$ cat src/rtl/acs_defs.svh
// Offsets, field positions, reset values and widths of the analog select control.
// Assumes inclusion by bare name from the package and the design modules.
`ifndef ACS_DEFS_SVH
`define ACS_DEFS_SVH
`define ACS_ADDR_W          16
`define ACS_IDX_W           14
`define ACS_IDX_STATUS_CTL  14'h001e
`define ACS_IDX_CONFIG_OPT  14'h1ff0
`define ACS_IDX_ANALOG_MUX  14'h001c
`define ACS_IDX_ANALOG_CTL  14'h001d
`define ACS_RESP_OKAY       2'h0
`define ACS_RESP_SLVERR     2'h2
`define ACS_RST_BYTE        8'h00
`define ACS_MUX_CHAN_LO     0
`define ACS_MUX_CHAN_HI     3
`define ACS_MUX_VREF        4
`define ACS_MUX_HOLD        5
`define ACS_MUX_DIVIDED_HOLD       6
`define ACS_MUX_MASK        8'h7f
`define ACS_ACR_CHG         0
`define ACS_ACR_METH_A      1
`define ACS_ACR_METH_B      2
`define ACS_ACR_CURRENT_SOURCE_ENABLE        3
`define ACS_ACR_MASK        8'h0f
`define ACS_ASR_COMPARATOR_ONE_OUT_ENABLE        0
`define ACS_ASR_SAMPLE_OFFSET_ENABLE        1
`define ACS_ASR_AIE         2
`define ACS_ASR_FLAG_LO     4
`define ACS_ASR_CMP_LO      6
`define ACS_ASR_CTL_MASK    8'h07
`define ACS_CONFIG_OPTION_BYTE_OPT        0
`define ACS_NUM_CMP         2
`endif

$ cat src/rtl/acs_pkg.sv
// Types shared by the analog select control modules.
// Assumes the constants header is on the include path.
`include "acs_defs.svh"
package acs_pkg;
  typedef logic [`ACS_IDX_W-1:0] acs_idx_type;
  typedef struct packed {
    logic        aw_have;
    logic        w_have;
    acs_idx_type aw_idx;
    logic [7:0]  wdata;
    logic        wstrb0;
    logic        bvalid;
    logic [1:0]  bresp;
    logic        rvalid;
    logic [7:0]  rdata;
    logic [1:0]  rresp;
  } acs_axi_type;
endpackage : acs_pkg

$ cat src/rtl/acs_reg_if.sv
// Register access carrier between the bus slave and the control core.
// Assumes both ends share one clock.
`timescale 1ns/100ps
interface acs_reg_if;
  import acs_pkg::*;
  logic        wr_en;
  acs_idx_type wr_idx;
  logic [7:0]  wr_data;
  logic        wr_ok;
  acs_idx_type rd_idx;
  logic [7:0]  rd_data;
  logic        rd_ok;
  modport slave (output wr_en, wr_idx, wr_data, rd_idx, input wr_ok, rd_data, rd_ok);
  modport core  (input wr_en, wr_idx, wr_data, rd_idx, output wr_ok, rd_data, rd_ok);
endinterface : acs_reg_if

$ cat src/rtl/acs_axi_slave.sv
// AXI4-Lite slave that turns bus transfers into register strobes.
// Assumes one clock with a synchronous active-high reset.
`timescale 1ns/100ps
`include "acs_defs.svh"
module acs_axi_slave (
  input  wire logic                   clk,
  input  wire logic                   rst,
  input  wire logic [`ACS_ADDR_W-1:0] awaddr,
  input  wire logic                   awvalid,
  output logic                        awready,
  input  wire logic [31:0]            wdata,
  input  wire logic [3:0]             wstrb,
  input  wire logic                   wvalid,
  output logic                        wready,
  output logic [1:0]                  bresp,
  output logic                        bvalid,
  input  wire logic                   bready,
  input  wire logic [`ACS_ADDR_W-1:0] araddr,
  input  wire logic                   arvalid,
  output logic                        arready,
  output logic [31:0]                 rdata,
  output logic [1:0]                  rresp,
  output logic                        rvalid,
  input  wire logic                   rready,
  acs_reg_if.slave                    rif
);
  import acs_pkg::*;
  acs_axi_type s_q, s_d;
  logic        commit;

  assign awready     = ~s_q.aw_have & ~s_q.bvalid;
  assign wready      = ~s_q.w_have & ~s_q.bvalid;
  assign arready     = ~s_q.rvalid;
  assign commit      = s_q.aw_have & s_q.w_have;
  assign rif.wr_en   = commit & s_q.wstrb0;
  assign rif.wr_idx  = s_q.aw_idx;
  assign rif.wr_data = s_q.wdata;
  assign rif.rd_idx  = araddr[`ACS_ADDR_W-1:2];
  assign bvalid      = s_q.bvalid;
  assign bresp       = s_q.bresp;
  assign rvalid      = s_q.rvalid;
  assign rresp       = s_q.rresp;
  assign rdata       = {24'h000000, s_q.rdata};

  always_comb begin
    s_d = s_q;
    if (awvalid && awready) begin
      s_d.aw_have = 1'b1;
      s_d.aw_idx  = awaddr[`ACS_ADDR_W-1:2];
    end
    if (wvalid && wready) begin
      s_d.w_have = 1'b1;
      s_d.wdata  = wdata[7:0];
      s_d.wstrb0 = wstrb[0];
    end
    // The write lands on the same edge that raises the response.
    if (commit) begin
      s_d.aw_have = 1'b0;
      s_d.w_have  = 1'b0;
      s_d.bvalid  = 1'b1;
      s_d.bresp   = rif.wr_ok ? `ACS_RESP_OKAY : `ACS_RESP_SLVERR;
    end else if (s_q.bvalid && bready) begin
      s_d.bvalid = 1'b0;
    end
    if (arvalid && arready) begin
      s_d.rvalid = 1'b1;
      s_d.rdata  = rif.rd_data;
      s_d.rresp  = rif.rd_ok ? `ACS_RESP_OKAY : `ACS_RESP_SLVERR;
    end else if (s_q.rvalid && rready) begin
      s_d.rvalid = 1'b0;
    end
  end

  always_ff @(posedge clk) begin
    if (rst) begin
      s_q <= '0;
    end else begin
      s_q <= s_d;
    end
  end
endmodule : acs_axi_slave

$ cat src/rtl/acs_analog_ctl.sv
// Control core of the ramp-type analog subsystem: channel and reference select,
// divider, temperature diode, current source and comparator output gating.
// Assumes comparator outputs arrive asynchronously; all else is on SYS_CLK.
//
// The AXI4-Lite interface to the registers was left to the implementer.
`timescale 1ns/100ps
`include "acs_defs.svh"
// Summary of operation
// - Reference bit set with channel field zero routes channel bus to supply.
// - Divided-hold bit with hold clear switches the sampled path to the half divider.
// - Channel field connects the channel bus to the named analog pins.
// - Comparators stay active in wait and may wake via analog interrupt.
// - In stop, comparators run but never raise the wake request directly.
// - Option and output-enable set: pin carries comparator, port data, timer OR.
// - Current-source enable clear disables charge source and discharge device.
// - With enable set, conversion logic may turn on the ramp discharge.
// - Charge source drives when enabled, method zero and charge bit set.
// - Hold and divided-hold both set selects the temperature diode.
// - Temperature diode bias is powered only while the diode is selected.
// - Offset active with option set is steered by the hold bits.
module acs_analog_ctl (
  input  wire logic                   SYS_CLK,
  input  wire logic                   RESET,
  input  wire logic [`ACS_ADDR_W-1:0] S_AXI_AWADDR,
  input  wire logic                   S_AXI_AWVALID,
  output logic                        S_AXI_AWREADY,
  input  wire logic [31:0]            S_AXI_WDATA,
  input  wire logic [3:0]             S_AXI_WSTRB,
  input  wire logic                   S_AXI_WVALID,
  output logic                        S_AXI_WREADY,
  output logic [1:0]                  S_AXI_BRESP,
  output logic                        S_AXI_BVALID,
  input  wire logic                   S_AXI_BREADY,
  input  wire logic [`ACS_ADDR_W-1:0] S_AXI_ARADDR,
  input  wire logic                   S_AXI_ARVALID,
  output logic                        S_AXI_ARREADY,
  output logic [31:0]                 S_AXI_RDATA,
  output logic [1:0]                  S_AXI_RRESP,
  output logic                        S_AXI_RVALID,
  input  wire logic                   S_AXI_RREADY,
  input  wire logic                   CMP1_OUT,
  input  wire logic                   CMP2_OUT,
  input  wire logic                   STOP_MODE,
  input  wire logic                   DISCHARGE_REQ,
  input  wire logic                   PORTB4_DATA,
  input  wire logic                   PORTB4_DIR,
  input  wire logic                   TIMER_OUTPUT_LEVEL,
  output logic [3:0]                  CHANNEL_PIN_SEL,
  output logic                        SUPPLY_REF_SEL,
  output logic                        HALF_DIVIDER_SEL,
  output logic                        SAMPLE_HOLD_SEL,
  output logic                        TEMP_DIODE_SEL,
  output logic                        TEMP_BIAS_EN,
  output logic                        CHARGE_SOURCE_EN,
  output logic                        DISCHARGE_EN,
  output logic                        SAMPLE_OFFSET_EN,
  output logic                        CMP_PIN_O,
  output logic                        CMP_PIN_OE,
  output logic                        ANALOG_IRQ
);
  import acs_pkg::*;

  typedef struct packed {
    logic [7:0]              mux_reg;
    logic [7:0]              ctl_reg;
    logic [7:0]              asr_ctl;
    logic                    option_enable;
    logic [`ACS_NUM_CMP-1:0] sync1;
    logic [`ACS_NUM_CMP-1:0] sync2;
    logic [`ACS_NUM_CMP-1:0] prev;
    logic [`ACS_NUM_CMP-1:0] flags;
    logic [3:0]              chan;
    logic                    vref;
    logic                    half;
    logic                    hold;
    logic                    temp;
    logic                    bias;
    logic                    charge;
    logic                    dis;
    logic                    offset;
    logic                    pin_o;
    logic                    pin_oe;
    logic                    irq;
  } acs_core_type;

  acs_core_type c_q, c_d;
  acs_reg_if    rif ();

  logic [`ACS_NUM_CMP-1:0] cmp_raw;
  logic [`ACS_NUM_CMP-1:0] rise;
  logic                    wr_mux;
  logic                    wr_ctl;
  logic                    wr_asr;
  logic                    wr_opt;
  logic                    f_hold;
  logic                    f_divided_hold;
  logic                    f_current_source_enable;
  logic                    f_meth0;
  logic                    f_gate;

  // Decoding shared by the read and write paths.
  function automatic logic is_mapped(input acs_idx_type idx);
    is_mapped = (idx == `ACS_IDX_STATUS_CTL) || (idx == `ACS_IDX_CONFIG_OPT) ||
                (idx == `ACS_IDX_ANALOG_MUX) || (idx == `ACS_IDX_ANALOG_CTL);
  endfunction : is_mapped

  acs_axi_slave u_slave (
    .clk     (SYS_CLK),
    .rst     (RESET),
    .awaddr  (S_AXI_AWADDR),
    .awvalid (S_AXI_AWVALID),
    .awready (S_AXI_AWREADY),
    .wdata   (S_AXI_WDATA),
    .wstrb   (S_AXI_WSTRB),
    .wvalid  (S_AXI_WVALID),
    .wready  (S_AXI_WREADY),
    .bresp   (S_AXI_BRESP),
    .bvalid  (S_AXI_BVALID),
    .bready  (S_AXI_BREADY),
    .araddr  (S_AXI_ARADDR),
    .arvalid (S_AXI_ARVALID),
    .arready (S_AXI_ARREADY),
    .rdata   (S_AXI_RDATA),
    .rresp   (S_AXI_RRESP),
    .rvalid  (S_AXI_RVALID),
    .rready  (S_AXI_RREADY),
    .rif     (rif.slave)
  );

  assign cmp_raw = {CMP2_OUT, CMP1_OUT};

  assign wr_mux = rif.wr_en && (rif.wr_idx == `ACS_IDX_ANALOG_MUX);
  assign wr_ctl = rif.wr_en && (rif.wr_idx == `ACS_IDX_ANALOG_CTL);
  assign wr_asr = rif.wr_en && (rif.wr_idx == `ACS_IDX_STATUS_CTL);
  assign wr_opt = rif.wr_en && (rif.wr_idx == `ACS_IDX_CONFIG_OPT);

  assign rif.wr_ok = is_mapped(rif.wr_idx);
  assign rif.rd_ok = is_mapped(rif.rd_idx);

  // Status reads show live comparator levels and the sticky edge flags.
  always_comb begin
    rif.rd_data = `ACS_RST_BYTE;
    unique case (rif.rd_idx)
      `ACS_IDX_ANALOG_MUX: rif.rd_data = c_q.mux_reg;
      `ACS_IDX_ANALOG_CTL: rif.rd_data = c_q.ctl_reg;
      `ACS_IDX_CONFIG_OPT: rif.rd_data[`ACS_CONFIG_OPTION_BYTE_OPT] = c_q.option_enable;
      `ACS_IDX_STATUS_CTL: begin
        rif.rd_data = c_q.asr_ctl;
        rif.rd_data[`ACS_ASR_FLAG_LO +: `ACS_NUM_CMP] = c_q.flags;
        rif.rd_data[`ACS_ASR_CMP_LO +: `ACS_NUM_CMP]  = c_q.sync2;
      end
      default: rif.rd_data = `ACS_RST_BYTE;
    endcase
  end

  assign rise = c_q.sync2 & ~c_q.prev;

  always_comb begin
    c_d = c_q;
    if (wr_mux) begin
      c_d.mux_reg = rif.wr_data & `ACS_MUX_MASK;
    end
    if (wr_ctl) begin
      c_d.ctl_reg = rif.wr_data & `ACS_ACR_MASK;
    end
    if (wr_asr) begin
      c_d.asr_ctl = rif.wr_data & `ACS_ASR_CTL_MASK;
    end
    if (wr_opt) begin
      c_d.option_enable = rif.wr_data[`ACS_CONFIG_OPTION_BYTE_OPT];
    end

    // Decoded here from the values about to be stored, so selects move with the write.
    f_hold  = c_d.mux_reg[`ACS_MUX_HOLD];
    f_divided_hold = c_d.mux_reg[`ACS_MUX_DIVIDED_HOLD];
    f_current_source_enable  = c_d.ctl_reg[`ACS_ACR_CURRENT_SOURCE_ENABLE];
    f_meth0 = ~c_d.ctl_reg[`ACS_ACR_METH_A] & ~c_d.ctl_reg[`ACS_ACR_METH_B];
    f_gate  = c_d.option_enable & c_d.asr_ctl[`ACS_ASR_COMPARATOR_ONE_OUT_ENABLE];

    // Comparators keep running in every mode; only the first stage sees the pin.
    c_d.sync1 = cmp_raw;
    c_d.sync2 = c_q.sync1;
    c_d.prev  = c_q.sync2;

    for (int i = 0; i < `ACS_NUM_CMP; i++) begin
      if (wr_asr && rif.wr_data[`ACS_ASR_FLAG_LO + i]) begin
        c_d.flags[i] = 1'b0;
      end
      if (rise[i]) begin
        c_d.flags[i] = 1'b1;
      end
    end

    c_d.chan = c_d.mux_reg[`ACS_MUX_CHAN_HI:`ACS_MUX_CHAN_LO];
    c_d.vref = c_d.mux_reg[`ACS_MUX_VREF] &&
               (c_d.mux_reg[`ACS_MUX_CHAN_HI:`ACS_MUX_CHAN_LO] == 4'h0);
    c_d.temp = f_hold & f_divided_hold;
    c_d.bias = f_hold & f_divided_hold;
    c_d.half = f_divided_hold & ~f_hold;
    c_d.hold = f_hold & ~f_divided_hold;

    c_d.offset = c_d.option_enable & c_d.asr_ctl[`ACS_ASR_SAMPLE_OFFSET_ENABLE] & (f_hold ^ f_divided_hold);

    c_d.charge = f_current_source_enable & f_meth0 & c_d.ctl_reg[`ACS_ACR_CHG];
    c_d.dis    = f_current_source_enable & DISCHARGE_REQ & ~c_d.charge;

    c_d.pin_o  = f_gate ? (c_q.sync2[0] | PORTB4_DATA | TIMER_OUTPUT_LEVEL) : PORTB4_DATA;
    c_d.pin_oe = f_gate | PORTB4_DIR;

    c_d.irq = c_d.asr_ctl[`ACS_ASR_AIE] & (|c_d.flags) & ~STOP_MODE;
  end

  always_ff @(posedge SYS_CLK) begin
    if (RESET) begin
      c_q <= '0;
    end else begin
      c_q <= c_d;
    end
  end

  assign CHANNEL_PIN_SEL  = c_q.chan;
  assign SUPPLY_REF_SEL   = c_q.vref;
  assign HALF_DIVIDER_SEL = c_q.half;
  assign SAMPLE_HOLD_SEL  = c_q.hold;
  assign TEMP_DIODE_SEL   = c_q.temp;
  assign TEMP_BIAS_EN     = c_q.bias;
  assign CHARGE_SOURCE_EN = c_q.charge;
  assign DISCHARGE_EN     = c_q.dis;
  assign SAMPLE_OFFSET_EN = c_q.offset;
  assign CMP_PIN_O        = c_q.pin_o;
  assign CMP_PIN_OE       = c_q.pin_oe;
  assign ANALOG_IRQ       = c_q.irq;
endmodule : acs_analog_ctl

$ cat config.mk
export PLATFORM = sky130hd
export DESIGN_NAME = acs_analog_ctl
export DESIGN_NICKNAME = d
export VERILOG_FILES = /design/src/rtl/acs_pkg.sv /design/src/rtl/acs_reg_if.sv /design/src/rtl/acs_axi_slave.sv /design/src/rtl/acs_analog_ctl.sv
export VERILOG_INCLUDE_DIRS = /design/src /design/src/rtl
export SDC_FILE = /design/constraint.sdc
export NUM_CORES = 1
export LEC_CHECK = 0
export ABC_AREA = 0
export ABC_CLOCK_PERIOD_IN_PS = 2700
export BUFFER_PORTS_ARGS = -buffer_cell sky130_fd_sc_hd__buf_2
export CAP_MARGIN = 5
export CORE_AREA = 3 3 85 87
export CTS_CLUSTER_SIZE = 24
export DETAILED_ROUTE_END_ITERATION = 8
export DIE_AREA = 0 0 88 90
export GPL_TIMING_DRIVEN = 1
export PLACE_DENSITY = 0.83
export SLEW_MARGIN = 20
export SYNTH_ARGS = -nofsm -noshare
export SYNTH_HDL_FRONTEND = slang
export SYNTH_SLANG_ARGS = --single-unit
$ cat constraint.sdc
create_clock -name SYS_CLK -period 2.7 [get_ports SYS_CLK]
set_input_delay 0.54 -clock SYS_CLK [delete_from_list [all_inputs] [get_ports SYS_CLK]]
set_output_delay 0.54 -clock SYS_CLK [all_outputs]
set_load 0.01 [all_outputs]
==> results.py, run 1 <==
metrics = {
    "placed_design": {
        "dpl.hpwl_um": 4840,
        "gp_congestion": 0.805,
        "numPortBuffers": 79,
        "pre_cts_ws_ps": 195,
        "postPlaceCellArea_um2": 3320,
    },
    "synth": {
        "avgSynthCellArea_um2": 8.56,
        "syn_inst": 360,
        "synthArstFlopShare_pct": 0,
        "synth_edf_count": 0,
        "netlist_area_um2": 3080,
        "synth_top_flop_cell": "dfxtp_1",
        "ys_warn_count": 0,
        "yosysSeqAreaShare_pct": 44.8,
        "ys_types": 41,
        "ys_ff_latch": 69,
    },
    "global_route": {
        "grtUsageTotal_pct": 16.2,
        "antenna_found_initial": 0,
        "grt_pass1_vias": 2329,
        "grt_max_degree": 42,
        "overflow": 0,
        "grt_pass1_wl_um": 10300,
    },
    "final_layout": {
        "fin_nets": 507,
        "drive_gt1_share_pct": 24.8,
        "finish.utilization_pct": 55.8,
        "layout-area-overhead-vs-synth_pct": 16.2,
        "fin_area_um2": 3580,
        "antenna_cells": 0,
    },
    "pwr": {
        "power_frac_seq_pct": 46.8,
        "power.internal_mw": 1.80,
        "ir_worst_vdd_uv": 330,
        "pwr-share-comb_pct": 8.3,
        "p_sw_uw": 520,
        "p_sw_share_pct": 22.5,
        "power_leakage_nw": 1.67,
        "p_clk_share_pct": 44.8,
        "powerDensity_nw_per_um2": 647,
    },
    "detailed_routing": {
        "drt_first_pass_iters": 4,
        "top_layer": "met4",
        "via_per_inst": 4.90,
        "wl_per_cell_um": 12.5,
        "routed_wl_um": 6300,
        "final_antenna_net_count": 0,
        "routed-via-count": 2472,
        "drt-initial-drc-count": 139,
        "routed-wl-met3_um": 442,
        "wl_met2_um": 2910,
        "met1Wirelength_um": 2870,
        "drc": 0,
    },
    "timing": {
        "fmax_ghz": 0.396,
        "setup_viol": 0,
        "rsz0062_at_grt": "false",
        "drv_slew": 0,
        "period_needed_ps": 2520,
        "relSlewSlack_pct": 53.2,
        "fin_crit_sh_pct": 93.4,
        "finalHoldViolCount": 0,
        "worst_slack_ps": 177,
        "tightest_slew_ps": 702,
        "skew_ps": 11.6,
        "setup_tns_ps": 0,
    },
    "cts": {
        "numClockSinks": 69,
        "clkLatencyLatePin_ps": 340,
        "root_buffer": "clkbuf_8",
        "cts_tree": "built",
        "cts_hold_buf": 0,
        "cts_setup_buffers": 0,
        "clockBufferDepth": 2,
        "path_clk_slew_ps": 80,
        "cts_resized": 0,
        "numCtsBuffers": 9,
        "cts_htree_levels": 3,
    },
    "setup_path": {
        "critPathLaunch": "u_slave.rif.wr_idx[9]$_SDFFE_PP0P_",
        "r2r_start": "u_slave.rif.wr_idx[9]$_SDFFE_PP0P_",
        "crit_path_end_kind": "flop",
        "cpPeakStageDelay_ps": 600,
        "worstSetupPathType": "flop to flop",
        "path_max_fanout": 8,
        "path_buf_inv": 1,
        "cp_slowest_cell": "or4_1",
        "cp_cell_sequence": "or4_1 -> nor4b_4 -> nand2_1 -> mux2i_1 -> inv_1 -> ha_1 -> nor4_1",
        "startpoint_type": "flop",
        "arrival_ps": 2770,
        "cpLargestDelayFamily": "simple AND/OR/NAND/NOR gates",
        "cp.required_ps": 2950,
    },
    "status": {
        "status": "finished, final reports clean",
    },
    "floorplan": {
        "die_y_um": 90,
        "row_count": 29,
        "start_util_pct": 48.0,
        "io_pins": 138,
        "die-area_um2": 7920,
        "die_w_um": 88,
        "core_area_um2": 6420,
    },
    "flow_run": {
        "cap_violations": 0,
    },
    "min_path": {
        "hold_class": "primary input to flop",
        "min-delay-start": "S_AXI_RREADY",
    },
}
-- kinds of logic after synthesis --
group,Yosys count,synth area share (%)
AO/OA/AOI/OAI,56,10.3
adder cells (fa/ha/maj),3,1.22
buffers and inverters,61,12.5
flip-flops,69,44.8
multiplexers,16,5.32
other,1,0.122
AND/OR/NAND/NOR,154,25.7
-- power by group through the flow --
stage	clock network, mW	registers (mW)	logic [mW]
after CTS	1.06	1.08	0.192
final	1.04	1.08	0.193
after floorplan	0	1.10	0.157
after detailed placement	0	1.11	0.192
after global placement	0	1.11	0.186
after global routing	1.12	1.09	0.218
-- cell type report --
| type | instances | area (um^2) |
|---|---|---|
| flip-flops and latches | 69 | 1380 |
| repair buffers | 82 | 418 |
| clock inverters | 5 | 106 |
| clock buffers | 11 | 151 |
| multi-input cells | 255 | 1410 |
| well taps | 77 | 96.3 |
| fillers | 596 | 2840 |
| inverters | 5 | 18.8 |
-- through the flow --
stage | power (mW) | hold WS, ps | instances
3_5_place_dp | 1.30 | 429 | 488
3_3_place_gp | 1.29 | 424 | 488
6_report | 2.32 | 383 | 504
4_1_cts | 2.34 | 367 | 504
2_1_floorplan | 1.26 | 414 | 385
5_1_grt | 2.43 | 358 | 504
-- cells in the mapped netlist, drive strengths merged, types with 3 or more instances --
| library cell | instances | share of area [%] |
|---|---|---|
| clkbuf | 14 | 1.7 |
| nor4bb | 3 | 0.97 |
| nand2b | 3 | 0.61 |
| nand2 | 72 | 8.8 |
| ha | 3 | 1.2 |
| nor4 | 6 | 1.2 |
| mux2i | 13 | 4.2 |
| and2 | 4 | 0.81 |
| nor2 | 20 | 2.4 |
| inv | 5 | 0.61 |
| dfxtp | 69 | 45 |
| buf | 42 | 10 |
| mux2 | 3 | 1.1 |
| nand3 | 8 | 1.3 |
| nor3 | 4 | 0.65 |
| and3 | 4 | 0.81 |
| a21oi | 43 | 7.0 |
| o21ai | 3 | 0.49 |
| nor2b | 14 | 2.8 |
-- placed cells by master, fill, tap and decap left out, types with 2 or more instances in the layout --
cell type / count
nor4bb_1: 3
nand2_1: 72
and4_1: 2
clkbuf_8: 11
bufinv_16: 3
buf_2: 79
or4_1: 2
a21boi_0: 2
and2_1: 3
nor2b_1: 14
mux2i_1: 13
a211oi_1: 2
nand4_1: 2
o21ai_0: 3
ha_1: 3
a21oi_1: 43
buf_4: 3
nand2b_1: 3
conb_1: 26
mux2_2: 3
nand3_1: 8
a221oi_1: 2
and3_1: 4
dfxtp_1: 69
nor3_1: 4
nor3b_1: 2
nor2_1: 20
inv_1: 5
nor4_1: 6
-- state kept, by name (all words and copies together) (netlist names), 3 cells and up --
register and count:
u_slave.rdata 8, c_d 4, c_q 19, u_slave.s_q 3
u_slave.rif.wr_idx 14, u_slave.rif.wr_data 7
-- worst register-to-register path, cell delays in order (launching register included) --
cell	delay [ps]
dfxtp_1	330
or4_1	600
nor4b_4	260
nand2_1	260
mux2i_1	310
inv_1	110
ha_1	280
nor4_1	270
-- layer usage --
layer  up-vias  global-route usage [%]
li1       1280                       -
met3         8                    5.76
met4         0                    4.60
met1      1102                    20.5
met5         -                       0
met2        82                    25.8
-- path summary, 6_finish.rpt --
path         slack [ps]  cells after the start                     endpoint
max                 180                      7  SAMPLE_OFFSET_EN$_SDFF_PP0_
min                 380                      2  u_slave.rvalid$_SDFFE_PP0P_
max reg2reg         180                      7  SAMPLE_OFFSET_EN$_SDFF_PP0_
min reg2reg         440                      1           c_d[17]$_SDFF_PP0_
Note: power is estimated with default switching activity, not from simulation.
==> run 2: changes to the inputs <==
Settings changed: ABC_AREA 0 to 1, CORE_AREA 3 3 85 87 to 2 2 88 90, DIE_AREA 0 0 88 90 to 0 0 90 92, PLACE_DENSITY 0.83 to 0.82.
==> results.py, run 2 <==
metrics = {
    "cts": {
        "cts_htree_levels": 3,
        "cts_tree": "built",
        "clockBufferDepth": 2,
        "numClockSinks": 69,
        "path_clk_slew_ps": 70,
        "clkLatencyLatePin_ps": 340,
        "numCtsBuffers": 9,
        "cts_setup_buffers": 0,
        "cts_hold_buf": 0,
        "root_buffer": "clkbuf_8",
        "cts_resized": 0,
    },
    "final_layout": {
        "fin_area_um2": 3900,
        "finish.utilization_pct": 52.4,
        "largest_register_ffs": 19,
        "layout_common_cells": "nand2_1 (85), nor2_1 (85), buf_2 (79), dfxtp_1 (69), inv_1 (46)",
        "largest_register": "c_q",
        "antenna_cells": 0,
        "layout-area-overhead-vs-synth_pct": 14.5,
        "fin_nets": 622,
        "drive_gt1_share_pct": 22.7,
    },
    "pwr": {
        "power_leakage_nw": 1.84,
        "powerDensity_nw_per_um2": 604,
        "ir_worst_vdd_uv": 349,
    },
    "placed_design": {
        "dpl.hpwl_um": 5530,
        "numPortBuffers": 79,
        "gp_congestion": 0.832,
        "postPlaceCellArea_um2": 3660,
    },
    "global_route": {
        "grt_pass1_vias": 2893,
        "overflow": 0,
        "grtUsageTotal_pct": 18.9,
        "grt_max_degree": 38,
        "antenna_found_initial": 0,
        "grt_pass1_wl_um": 12600,
    },
    "detailed_routing": {
        "final_antenna_net_count": 0,
        "drt-initial-drc-count": 256,
        "drc": 0,
        "routed-via-count": 3051,
        "drt_first_pass_iters": 4,
        "via_per_inst": 4.74,
        "wl_per_cell_um": 11.5,
        "routed_wl_um": 7380,
    },
    "min_path": {
        "hold_depth": 3,
        "hold_class": "primary input to flop",
        "min-delay-start": "CMP2_OUT",
    },
    "setup_path": {
        "cpPeakStageDelay_ps": 380,
        "cp_slowest_cell": "dfxtp_1",
        "reg2regPathDepth": 8,
        "worstSetupPathType": "flop to flop",
        "path_max_fanout": 15,
        "crit_path_end_kind": "flop",
        "cp_cell_sequence": "nand2_2 -> nor2_4 -> nand3_4 -> clkinv_4 -> o21a_1 -> inv_1 -> ha_1 -> nor3_2",
        "arrival_ps": 2150,
        "cp.required_ps": 2970,
        "critPathLaunch": "u_slave.s_q[37]$_SDFFE_PP0P_",
        "startpoint_type": "flop",
        "r2r_start": "u_slave.s_q[37]$_SDFFE_PP0P_",
    },
    "timing": {
        "setup_viol": 0,
        "drv_slew": 0,
        "relSlewSlack_pct": 52.0,
        "fin_crit_sh_pct": 69.8,
        "tightest_slew_ps": 719,
        "period_needed_ps": 1880,
        "finalHoldViolCount": 0,
        "skew_ps": 10.1,
        "fmax_ghz": 0.531,
        "setup_tns_ps": 0,
        "rsz0062_at_grt": "false",
    },
    "floorplan": {
        "row_count": 32,
        "io_pins": 138,
        "die-area_um2": 8280,
        "die_y_um": 92,
        "core_area_um2": 7450,
        "die_w_um": 90,
        "start_util_pct": 45.7,
    },
    "synth": {
        "yosysTopAreaCellShare_pct": 40.6,
        "yosysSeqAreaShare_pct": 40.6,
        "synthArstFlopShare_pct": 0,
        "synth_edf_count": 0,
        "ys_ff_latch": 69,
        "netlist_top_cells_count": "nand2_1 (85), nor2_1 (85), dfxtp_1 (69), inv_1 (46), buf_4 (41)",
        "ys_warn_count": 0,
        "yosysTopAreaCell": "dfxtp_1",
        "netlist_area_um2": 3410,
        "avgSynthCellArea_um2": 7.19,
        "synthTopCellsByArea": "dfxtp_1 (41%), nand2_1 (9.4%), nor2_1 (9.4%)",
        "syn_inst": 474,
        "synth_top_flop_cell": "dfxtp_1",
        "ys_types": 33,
    },
    "status": {
        "status": "finished, final reports clean",
    },
    "flow_run": {
        "cap_violations": 0,
    },
}
-- run 2: layout make-up --
| class | instances | area, um^2 |
|---|---|---|
| fill | 720 | 3550 |
| sequential | 69 | 1380 |
| multi-input combinational | 327 | 1560 |
| clock buffer | 10 | 128 |
| clock inverter | 6 | 111 |
| inverter | 50 | 193 |
| tap | 102 | 128 |
| timing repair buffer | 80 | 403 |
-- run 2: critical path, delay by kind of cell, from the launching register on --
family | cells | cell delay (ps)
buffers and inverters | 2 | 190
AO/OA/AOI/OAI | 1 | 160
flip-flops | 1 | 380
AND/OR/NAND/NOR | 4 | 800
adder cells (fa/ha/maj) | 1 | 290
-- run 2: per-stage QoR --
| stage | total power, mW | setup slack (ps) | hold WS, ps | instances |
|---|---|---|---|---|
| after global placement | 1.36 | 893 | 389 | 628 |
| after floorplan | 1.32 | 1100 | 388 | 499 |
| final | 2.36 | 816 | 402 | 644 |
| after CTS | 2.37 | 807 | 388 | 644 |
| after detailed placement | 1.37 | 836 | 397 | 628 |
| after global routing | 2.46 | 648 | 405 | 644 |
-- run 2: where the power goes --
group | internal [mW] | total [mW] | switching (mW)
registers | 1.06 | 1.10 | 0.0337
logic | 0.0847 | 0.253 | 0.168
clock network | 0.614 | 1.00 | 0.391
-- run 2: path summary, 6_finish.rpt --
path,to,slack (ps)
max,SAMPLE_OFFSET_EN$_SDFF_PP0_,820
max reg2reg,SAMPLE_OFFSET_EN$_SDFF_PP0_,820
min,c_d[20]$_SDFF_PP0_,400
min reg2reg,c_d[18]$_SDFF_PP0_,410
-- run 2: cell families after synthesis --
group | count (synthesis) | synth area share (%)
flops | 69 | 40.6
simple gates | 236 | 32.1
other cells | 1 | 0.110
compound gates | 62 | 9.63
buf+inv | 103 | 16.5
fa+ha+maj | 3 | 1.10
-- run 2: metal layers --
layer	up-vias	part of all wire (%)	track usage, %
met5	-	0	0
met4	0	2.0	10.1
met3	16	6.3	4.35
met2	104	49	32.9
met1	1370	43	21.7
li1	1561	-	-
